<file path="src/rcre_pkg.sv">
/*
  Package for the rotate-through-carry and subroutine-return execution block.
  Holds the opcode patterns, field positions, phase timing and address constants.
  Assumes it is compiled before the design modules that use it.
*/
package rcre_pkg;

  // ----------------------------------------------------------------------
  // Opcode decode
  // ----------------------------------------------------------------------
  localparam logic [5:0]  ROT_OPC_HI    = 6'h0D;    // 0011 01 in bits 15:10
  localparam logic [15:0] RET_OPC       = 16'h0012; // 0000 0000 0001 001s with s cleared
  localparam logic [15:0] RET_OPC_MASK  = 16'hFFFE; // Ignores the shadow bit
  localparam int          OPC_HI_MSB    = 15;
  localparam int          OPC_HI_LSB    = 10;
  localparam int          DEST_BIT      = 9;
  localparam int          BANK_BIT      = 8;
  localparam int          ADDR_MSB      = 7;
  localparam int          BYTE_MSB      = 7;

  // ----------------------------------------------------------------------
  // Addressing
  // ----------------------------------------------------------------------
  localparam logic [7:0]  INDEX_LIMIT   = 8'h5F;   // Offsets at or below go indexed
  localparam logic [3:0]  ACCESS_BANK_LO = 4'h0;   // Low half of access bank
  localparam logic [3:0]  ACCESS_BANK_HI = 4'hF;   // High half of access bank
  localparam logic [7:0]  ZERO_BYTE     = 8'h00;
  localparam logic [20:0] PC_RESET      = 21'h000000;
  localparam int          PC_W          = 21;
  localparam int          DADDR_W       = 12;

  // ----------------------------------------------------------------------
  // Quarter phases
  // ----------------------------------------------------------------------
  localparam logic [1:0]  PH_Q1 = 2'h0;
  localparam logic [1:0]  PH_Q2 = 2'h1;
  localparam logic [1:0]  PH_Q3 = 2'h2;
  localparam logic [1:0]  PH_Q4 = 2'h3;
  localparam logic [1:0]  PH_LAST = 2'h3;

endpackage

</file>
<file path="src/rcre_exec.sv">
/*
  Execution block for subroutine return and rotate-left-through-carry.
  Decodes the latched instruction word and runs it over four quarter phases.
  Assumes the instruction word is steady for the whole instruction cycle,
  the read data until the end of Q2, and that the core pops the stack when told to.
*/
// Behaviour
// - Return pops the stack and loads the popped head value into the PC.
// - Rotate shifts byte left; bit 7 to carry, old carry into bit 0.
// - Destination bit 0 writes working register, 1 writes the data byte.
// - Bank bit 0 uses access bank; 1 uses the bank pointer bank.
// - Bank bit 0, extended set on, address up to 95: indexed offset.
`timescale 1ns/1ps
module rcre_exec (
  // Clock and reset
  input  wire logic        I_CLK,
  input  wire logic        I_RSTN,
  // Instruction
  input  wire logic [15:0] I_INSTR,
  input  wire logic        I_EXT_SET_EN,
  // Core state inputs
  input  wire logic [20:0] I_STACK_HEAD_VALUE,
  input  wire logic [3:0]  I_BANK_POINTER,
  input  wire logic [11:0] I_INDEX_BASE,
  input  wire logic [7:0]  I_RD_DATA,
  input  wire logic        I_CARRY,
  // Phase and address outputs
  output logic [1:0]       O_PHASE,
  output logic [11:0]      O_DATA_ADDR,
  output logic             O_INDEXED,
  // Results
  output logic [20:0]      O_PC,
  output logic             O_STACK_POP,
  output logic [7:0]       O_WREG,
  output logic             O_WREG_WE,
  output logic [7:0]       O_WR_DATA,
  output logic             O_MEM_WE,
  output logic             O_CARRY,
  output logic             O_NEG,
  output logic             O_ZERO,
  output logic             O_FLAGS_WE
);

  typedef enum logic [1:0] {RCRE_IDLE, RCRE_ROT, RCRE_RET} rcre_op_t;

  logic [1:0]  phase;
  rcre_op_t    op;
  logic        dest_sel;
  logic        bank_sel;
  logic [7:0]  f_addr;
  logic [7:0]  operand_ff;
  logic [7:0]  nxt_result;
  logic        nxt_carry;
  logic [20:0] pc_ff;
  logic        pop_ff;
  logic [7:0]  wreg_ff;
  logic        wreg_we_ff;
  logic [7:0]  wr_data_ff;
  logic        mem_we_ff;
  logic        carry_ff;
  logic        neg_ff;
  logic        zero_ff;
  logic        flags_we_ff;
  logic [11:0] addr;
  logic        indexed;

  // ----------------------------------------------------------------------
  // Phase generation
  // ----------------------------------------------------------------------
  rcre_phase_gen u_phase (
    .i_clk       (I_CLK),
    .i_rstn      (I_RSTN),
    .o_phase     (phase),
    .o_cycle_end ()
  );

  // ----------------------------------------------------------------------
  // Decode
  // ----------------------------------------------------------------------
  // Classifies the instruction word
  always_comb begin
    op = RCRE_IDLE;
    if (I_INSTR[rcre_pkg::OPC_HI_MSB:rcre_pkg::OPC_HI_LSB] == rcre_pkg::ROT_OPC_HI) begin
      op = RCRE_ROT;
    end else if ((I_INSTR & rcre_pkg::RET_OPC_MASK) == rcre_pkg::RET_OPC) begin
      op = RCRE_RET;
    end
  end

  assign dest_sel = I_INSTR[rcre_pkg::DEST_BIT];
  assign bank_sel = I_INSTR[rcre_pkg::BANK_BIT];
  assign f_addr   = I_INSTR[rcre_pkg::ADDR_MSB:0];

  // ----------------------------------------------------------------------
  // Operand addressing
  // ----------------------------------------------------------------------
  // Selects bank pointer, access bank or indexed offset
  always_comb begin
    indexed = 1'b0;
    if (bank_sel) begin
      addr = {I_BANK_POINTER, f_addr};
    end else if (I_EXT_SET_EN && (f_addr <= rcre_pkg::INDEX_LIMIT)) begin
      indexed = 1'b1;
      addr    = I_INDEX_BASE + {4'h0, f_addr};
    end else if (f_addr[rcre_pkg::BYTE_MSB]) begin
      addr = {rcre_pkg::ACCESS_BANK_HI, f_addr};
    end else begin
      addr = {rcre_pkg::ACCESS_BANK_LO, f_addr};
    end
  end

  assign O_DATA_ADDR = addr;
  assign O_INDEXED   = indexed;
  assign O_PHASE     = phase;

  // ----------------------------------------------------------------------
  // Operand read
  // ----------------------------------------------------------------------
  // Captures the addressed byte in Q2
  always_ff @(posedge I_CLK or negedge I_RSTN) begin
    if (!I_RSTN) begin
      operand_ff <= rcre_pkg::ZERO_BYTE;
    end else if (phase == rcre_pkg::PH_Q2 && op == RCRE_ROT) begin
      operand_ff <= I_RD_DATA;
    end
  end

  // ----------------------------------------------------------------------
  // Rotate datapath
  // ----------------------------------------------------------------------
  assign nxt_result = {operand_ff[rcre_pkg::BYTE_MSB-1:0], I_CARRY};
  assign nxt_carry  = operand_ff[rcre_pkg::BYTE_MSB];

  // ----------------------------------------------------------------------
  // Destination write in Q4
  // ----------------------------------------------------------------------
  // Pulses the selected write strobe for one clock
  always_ff @(posedge I_CLK or negedge I_RSTN) begin
    if (!I_RSTN) begin
      wreg_ff    <= rcre_pkg::ZERO_BYTE;
      wreg_we_ff <= 1'b0;
      wr_data_ff <= rcre_pkg::ZERO_BYTE;
      mem_we_ff  <= 1'b0;
    end else begin
      wreg_we_ff <= 1'b0;
      mem_we_ff  <= 1'b0;
      if (phase == rcre_pkg::PH_Q3 && op == RCRE_ROT) begin
        if (dest_sel) begin
          wr_data_ff <= nxt_result;
          mem_we_ff  <= 1'b1;
        end else begin
          wreg_ff    <= nxt_result;
          wreg_we_ff <= 1'b1;
        end
      end
    end
  end

  // Updates carry, negative and zero in Q4
  always_ff @(posedge I_CLK or negedge I_RSTN) begin
    if (!I_RSTN) begin
      carry_ff    <= 1'b0;
      neg_ff      <= 1'b0;
      zero_ff     <= 1'b0;
      flags_we_ff <= 1'b0;
    end else begin
      flags_we_ff <= 1'b0;
      if (phase == rcre_pkg::PH_Q3 && op == RCRE_ROT) begin
        carry_ff    <= nxt_carry;
        neg_ff      <= nxt_result[rcre_pkg::BYTE_MSB];
        zero_ff     <= (nxt_result == rcre_pkg::ZERO_BYTE);
        flags_we_ff <= 1'b1;
      end
    end
  end

  // ----------------------------------------------------------------------
  // Subroutine return
  // ----------------------------------------------------------------------
  // Pops the stack and loads the program counter in Q4
  always_ff @(posedge I_CLK or negedge I_RSTN) begin
    if (!I_RSTN) begin
      pc_ff  <= rcre_pkg::PC_RESET;
      pop_ff <= 1'b0;
    end else begin
      pop_ff <= 1'b0;
      if (phase == rcre_pkg::PH_Q3 && op == RCRE_RET) begin
        pc_ff  <= I_STACK_HEAD_VALUE;
        pop_ff <= 1'b1;
      end
    end
  end

  assign O_PC        = pc_ff;
  assign O_STACK_POP = pop_ff;
  assign O_WREG      = wreg_ff;
  assign O_WREG_WE   = wreg_we_ff;
  assign O_WR_DATA   = wr_data_ff;
  assign O_MEM_WE    = mem_we_ff;
  assign O_CARRY     = carry_ff;
  assign O_NEG       = neg_ff;
  assign O_ZERO      = zero_ff;
  assign O_FLAGS_WE  = flags_we_ff;

endmodule

</file>
<file path="src/rcre_phase_gen.sv">
/*
  Quarter-phase generator: divides the system clock into four quarter phases, output as a 2-bit count.
  Assumes one clock and an asynchronous active-low reset.
*/
`timescale 1ns/1ps
module rcre_phase_gen (
  // Clock and reset
  input  wire logic       i_clk,
  input  wire logic       i_rstn,
  // Phase outputs
  output logic [1:0]      o_phase,
  output logic            o_cycle_end
);

  logic [1:0] phase_ff;

  // ----------------------------------------------------------------------
  // Phase counter
  // ----------------------------------------------------------------------
  // Wraps Q4 to Q1 each instruction cycle
  always_ff @(posedge i_clk or negedge i_rstn) begin
    if (!i_rstn) begin
      phase_ff <= rcre_pkg::PH_Q1;
    end else begin
      phase_ff <= phase_ff + 2'h1;
    end
  end

  assign o_phase     = phase_ff;
  assign o_cycle_end = (phase_ff == rcre_pkg::PH_LAST);

endmodule

</file>
<file path="config.mk">
export PLATFORM = sky130hd
export DESIGN_NAME = rcre_exec
export DESIGN_NICKNAME = d
export VERILOG_FILES = /design/src/rcre_pkg.sv /design/src/rcre_exec.sv /design/src/rcre_phase_gen.sv
export SDC_FILE = /design/constraint.sdc
export NUM_CORES = 1
export LEC_CHECK = 0
export ABC_AREA = 1
export BUFFER_PORTS_ARGS = -buffer_cell sky130_fd_sc_hd__buf_2
export CORE_UTILIZATION = 40
export CTS_CLUSTER_SIZE = 16
export DETAILED_ROUTE_END_ITERATION = 16
export GPL_TIMING_DRIVEN = 0
export PLACE_DENSITY = 0.69
export SLEW_MARGIN = 15
export SYNTH_ARGS = -nofsm -noshare
export SYNTH_HDL_FRONTEND = slang
export SYNTH_SLANG_ARGS = --single-unit
</file>
<file path="constraint.sdc">
create_clock -name I_CLK -period 1.7 [get_ports I_CLK]
set_input_delay 0 -clock I_CLK [delete_from_list [all_inputs] [get_ports I_CLK]]
set_output_delay 0 -clock I_CLK [all_outputs]
set_load 0.05 [all_outputs]
</file>
# Yosys cells after proc, flatten, opt, wreduce, memory -nomap -nowiden
# Cells that the tools add are included.
[op_classes] n_reduce_logical=7 n_lt_le_gt_ge=1 n_addsub=2 bitwise_logic=1 multipliers=0 eq_ne=6 div_mod_pow=0 n_mux=13 n_shift=0
[op_table] cell="2-to-1 mux 12 bit" count=3
[op_table] cell="equality test 15 x 4 -> 1 bit, second input constant" count=1
[op_table] cell="adder 12 x 8 -> 12 bit" count=1
[op_table] cell="<= comparator 8 x 7 -> 1 bit, second input constant" count=1
[op_table] cell="logical NOT 8 bit" count=1
[op_table] cell="2-to-1 mux 1 bit" count=8
[op_table] cell="equality test 6 x 4 -> 1 bit, second input constant" count=1
[op_table] cell="equality test 2 x 1 -> 1 bit, second input constant" count=2
[op_table] cell="equality test 2 bit, second input constant" count=2
[op_table] cell="logical AND 1 bit" count=4
[op_table] cell="2-to-1 mux 2 bit" count=2
[op_table] cell="AND reduction 2 bit" count=2
[op_table] cell="adder 2 x 1 -> 2 bit, second input constant" count=1
[op_table] cell="NOT 1 bit" count=1
[totals] ramBits=0 latchBits=0 out_inout_bits=59 ff_bits=54 mem_bits_ro=0 elab_cells=42 n_memories=0 input_bits=65

# Longest topological paths before layout
[logic_depth] ltp_word=6 mapped_depth=10 depth_no_buf=10

# Hierarchy
# A second synthesis with hierarchy kept.
[unflattened] cells_unflattened=341 hier_area_um2=2849.0
[modules_own_cells] mod="rcre_exec" cells_each=337 instances=1 seq_area_each_um2=1301.2 area_per_inst_um2=2782.7
[modules_own_cells] mod="rcre_phase_gen" cells_each=4 instances=1 seq_area_each_um2=50.0 area_per_inst_um2=66.3

# Worst setup path before layout
# No wires, ideal clock.
[synth_timing] path_type="in2out" from="in I_INSTR[8]" to="out O_DATA_ADDR[3]" arrival_time_ns=2.399 path_buffers=0 path_slack_ns=-0.699 stages=5 required_ns=1.700 cell_sequence="inv_1 > nand2_1 > nor2_1 > inv_2 > o21ai_0"
[synth_between] elab_chain_cells=1
[synth_rtl] element="start: declaration" line_no="rcre_exec.sv:19" text="input wire logic [15:0] I_INSTR,"
[synth_rtl] element="2-to-1 mux 12 bit" line_no="rcre_exec.sv:100" text="if (bank_sel) begin"
[synth_rtl] element="end: declaration" line_no="rcre_exec.sv:29" text="output logic [11:0] O_DATA_ADDR,"
# Every way passes these cells.

# Worst setup path after layout
[layout_timing] from="reg u_phase.phase_ff[0] (netlist: u_phase.o_phase[0])" to="reg pc_ff[2] (netlist: O_PC[2])"
[layout_between] elab_chain_cells=2
[layout_rtl] element="start: declaration" line_no="rcre_phase_gen.sv:15" text="logic [1:0] phase_ff;"
[layout_rtl] element="start signal: assignment" line_no="rcre_phase_gen.sv:23" text="phase_ff <= rcre_pkg::PH_Q1;"
[layout_rtl] element="start signal: assignment" line_no="rcre_phase_gen.sv:25" text="phase_ff <= phase_ff + 2'h1;"
[layout_rtl] element="equality test 2 bit" line_no="rcre_exec.sv:187" text="if (phase == rcre_pkg::PH_Q3 && op == RCRE_RET) begin"
[layout_rtl] element="logical AND 1 bit" line_no="rcre_exec.sv:187"
[layout_rtl] element="end signal: assignment" line_no="rcre_exec.sv:183" text="pc_ff <= rcre_pkg::PC_RESET;"
[layout_rtl] element="end: declaration" line_no="rcre_exec.sv:54" text="logic [20:0] pc_ff;"
# Every way passes these cells.
# A chain may end at the register's enable or synchronous reset.

==> results.ini <==
[run_status]
status = complete, no violations

[clocking]
root_buffer = clkbuf_8
cts_tree = done
cts_buffers = 5
htree_levels = 2
clk_path_buf_depth = 2
worstSkewPairLatency_ps = 300
cts.sinks = 54
path_clk_slew_ps = 90

[power]
finalPower_w = 0.00272
powerDensity_mw_per_mm2 = 655
leakagePower_nw = 2.42
vdd.ir_drop.worst_uv = 539

[yosys]
synth_area_leader_cell = dfrtp_1
synth_flop_cell = dfrtp_1
ys_warn_count = 0
yosysUniqueCellTypes = 29
syn-num-nets = 431
synth_seq_cells = 54
ys_seq_area_share_pct = 47.3
async_reset_ff_share_pct = 100
synthCells = 355
synth_area_leaders = dfrtp_1 47%, nand2_1 17%, inv_1 5.9%, o21ai_2 4.9%, ha_1 4.4%
syn_avg_cell_area_um2 = 8.05
synthesis.area_mm2 = 0.00286
synth_top_area_share_pct = 47.3
synth-edff-count = 0

[setup_path]
critPathKind = register to register
path_depth = 9
max_stage_delay_ps = 410
path_buf_inv = 3
cp_cell_sequence = inv_2, ha_4, nand4_1, nor4_2, nand2_2, inv_4, buf_6, nand2_2, nand2_2
critical_path_peak_fanout = 6
setup.worst_path.end_class = register
cp-start-kind = register
critical_path.top_delay_family = simple AND/OR/NAND/NOR gates
critPathArrivalTime_ps = 1900
cpMaxStageDelayCell = dfrtp_1
critPathRequiredTime_ps = 1950
worstRegToRegCells = 9
worst_path_most_repeated_cell = nand2_2

[layout]
finish.net_count = 598
diodes = 0
n_fill_cell = 613
drive_gt1_share_pct = 36.6
syn_to_final_growth_pct = 45.6

[sta]
min_period_over_period_pct = 97.0
rsz0062_at_grt = true
holdWs_ps = 21.0
setup_violations = 0
drv_slew = 0
layout_setup_ws_ps = 50.5
clock-skew-final_ps = 5.40
max_freq_mhz = 606
layout_min_cycle_time_ps = 1650
hold_viol = 0
setup_tns_ps = 0
relSlewSlack_pct = 55.9
worst_pin_slew_ps = 661

[floorplanning]
core-area_mm2 = 0.00683
fp-row-count = 30
die_y_um = 86.5
start_util_pct = 41.8
die_area_mm2 = 0.00748
num_io_pins = 124
fp.dieW_um = 86.5

[drt]
num_vias = 2860
avgViaCountPerCell = 4.63
routed_wl_mm = 7.86
route.met2.wl_mm = 3.81
wl_per_cell_um = 12.7
maxUsedRoutingLayer = met4
postRouteAntennaNets = 0
drc = 0
drt_iter0_drc = 79
wl_met1_mm = 3.36
dr.pass1.iters = 4
wl_met3_um = 530

[grt]
grt.total_usage_pct = 20.9
grt_pass1_wl_mm = 12.3
globalRouteOverflowTotal = 0
antenna_found_initial = 0
grt_max_degree = 30
grt_pass1_vias = 2713

[placed_design]
dp_worst_setup_slack_ps = -88.7
place.port_buffers = 123
dpl.hpwl_mm = 5.59
place.gp.congestion = 0.940

[job]
drv_cap = 0

[worst_hold_path]
hp-class = primary input to register
holdPathStages = 4

==> power by group <==
group	switching, W	total, W	internal [W]
logic	0.000452	0.000699	0.000247
registers	0.0000230	0.00135	0.00132
clock network	0.000391	0.000676	0.000285
total	0.000866	0.00272	0.00186
==> final timing paths <==
kind,start,endpoint,slack [ps]
max,u_phase.o_phase[0],O_PC[2],50
min,I_INSTR[15],O_FLAGS_WE,20
max reg2reg,u_phase.o_phase[0],O_PC[2],50
min reg2reg,O_PC[3],O_PC[3],480
max in group asynchronous,I_RSTN,O_PC[20],880
min in group asynchronous,I_RSTN,O_WREG[2],260
==> cell type report <==
| type | instances | area, um^2 | area share [%] |
|---|---|---|---|
| flip-flops and latches | 54 | 1350 | 32.5 |
| repair buffers | 160 | 1000 | 24.0 |
| clock buffers | 7 | 76.3 | 1.84 |
| plain buffers | 7 | 72.6 | 1.75 |
| inverters | 47 | 179 | 4.30 |
| multi-input cells | 247 | 1360 | 32.7 |
| well taps | 96 | 120 | 2.89 |
==> cell usage after synthesis, types with 2 or more instances <==
master / instances
a21oi_1: 16
buf_2: 2
buf_4: 2
buf_6: 2
dfrtp_1: 54
ha_1: 10
inv_1: 45
inv_2: 2
nand2_1: 127
nand2_4: 2
nand3_1: 17
nand4_1: 6
nor2_1: 25
nor4_1: 4
o21ai_0: 10
o21ai_2: 16
xnor2_1: 3
==> worst register-to-register path: stages (launching register included) <==
cell and delay, ps:
dfrtp_1 410, inv_2 80, ha_4 130, nand4_1 90, nor4_2 310, nand2_2 170, inv_4 140, buf_6 140
nand2_2 60, nand2_2 50
==> cells in the final DEF, fill, tap and decap left out, types with 14 or more instances in the layout <==
| master | count |
|---|---|
| nor2_1 | 23 |
| dfrtp_1 | 54 |
| dlygate4sd3_1 | 31 |
| inv_1 | 44 |
| nand2_1 | 110 |
| a21oi_1 | 14 |
| o21ai_2 | 16 |
| nand3_1 | 16 |
| nand2_2 | 18 |
| buf_2 | 122 |
==> logic make-up (layout without fill, tap and decap cells) <==
family                     after synthesis  in the layout  synth area share [%]
xor gates and xnor gates                 4              4                  1.23
AOI/OAI and AO/OA                       44             44                  9.99
DFF                                     54             54                  47.3
and+or+nand+nor                        187            187                  28.1
buffers and inverters                   54            221                  7.97
adders and majority gates               11             11                  5.08
muxes                                    1              1                 0.350
==> sequential cells by signal (all words and copies together) (netlist names) <==
register	cells
O_WREG	8
operand_ff	8
O_CARRY	1
O_WREG_WE	1
O_WR_DATA	8
O_STACK_POP	1
O_MEM_WE	1
O_ZERO	1
O_PC	21
O_NEG	1
O_FLAGS_WE	1
u_phase.o_phase	2
==> stage by stage <==
step,cells,util (%),area (um^2)
4_1_cts,613,58.8,4020
2_1_floorplan,355,-,2870
6_report,618,60.9,4160
5_1_grt,618,60.9,4160
3_5_place_dp,575,53.0,3620
3_3_place_gp,574,52.7,3600
==> layer usage <==
metal,vias to the layer above,global-route usage [%]
met3,15,4.00
met4,0,7.88
met2,111,36.1
li1,1449,-
met1,1285,26.1
met5,-,0
==> repair_timing <==
item	CTS	global route
hold buffers	31	0
endpoints found under the setup margin	20	24
pin swaps	1	10
buffers inserted	0	3
resized for setup	3	40
gates cloned	0	2
endpoints found under the hold margin	60	0
Note: power is estimated with default switching activity, not from simulation.
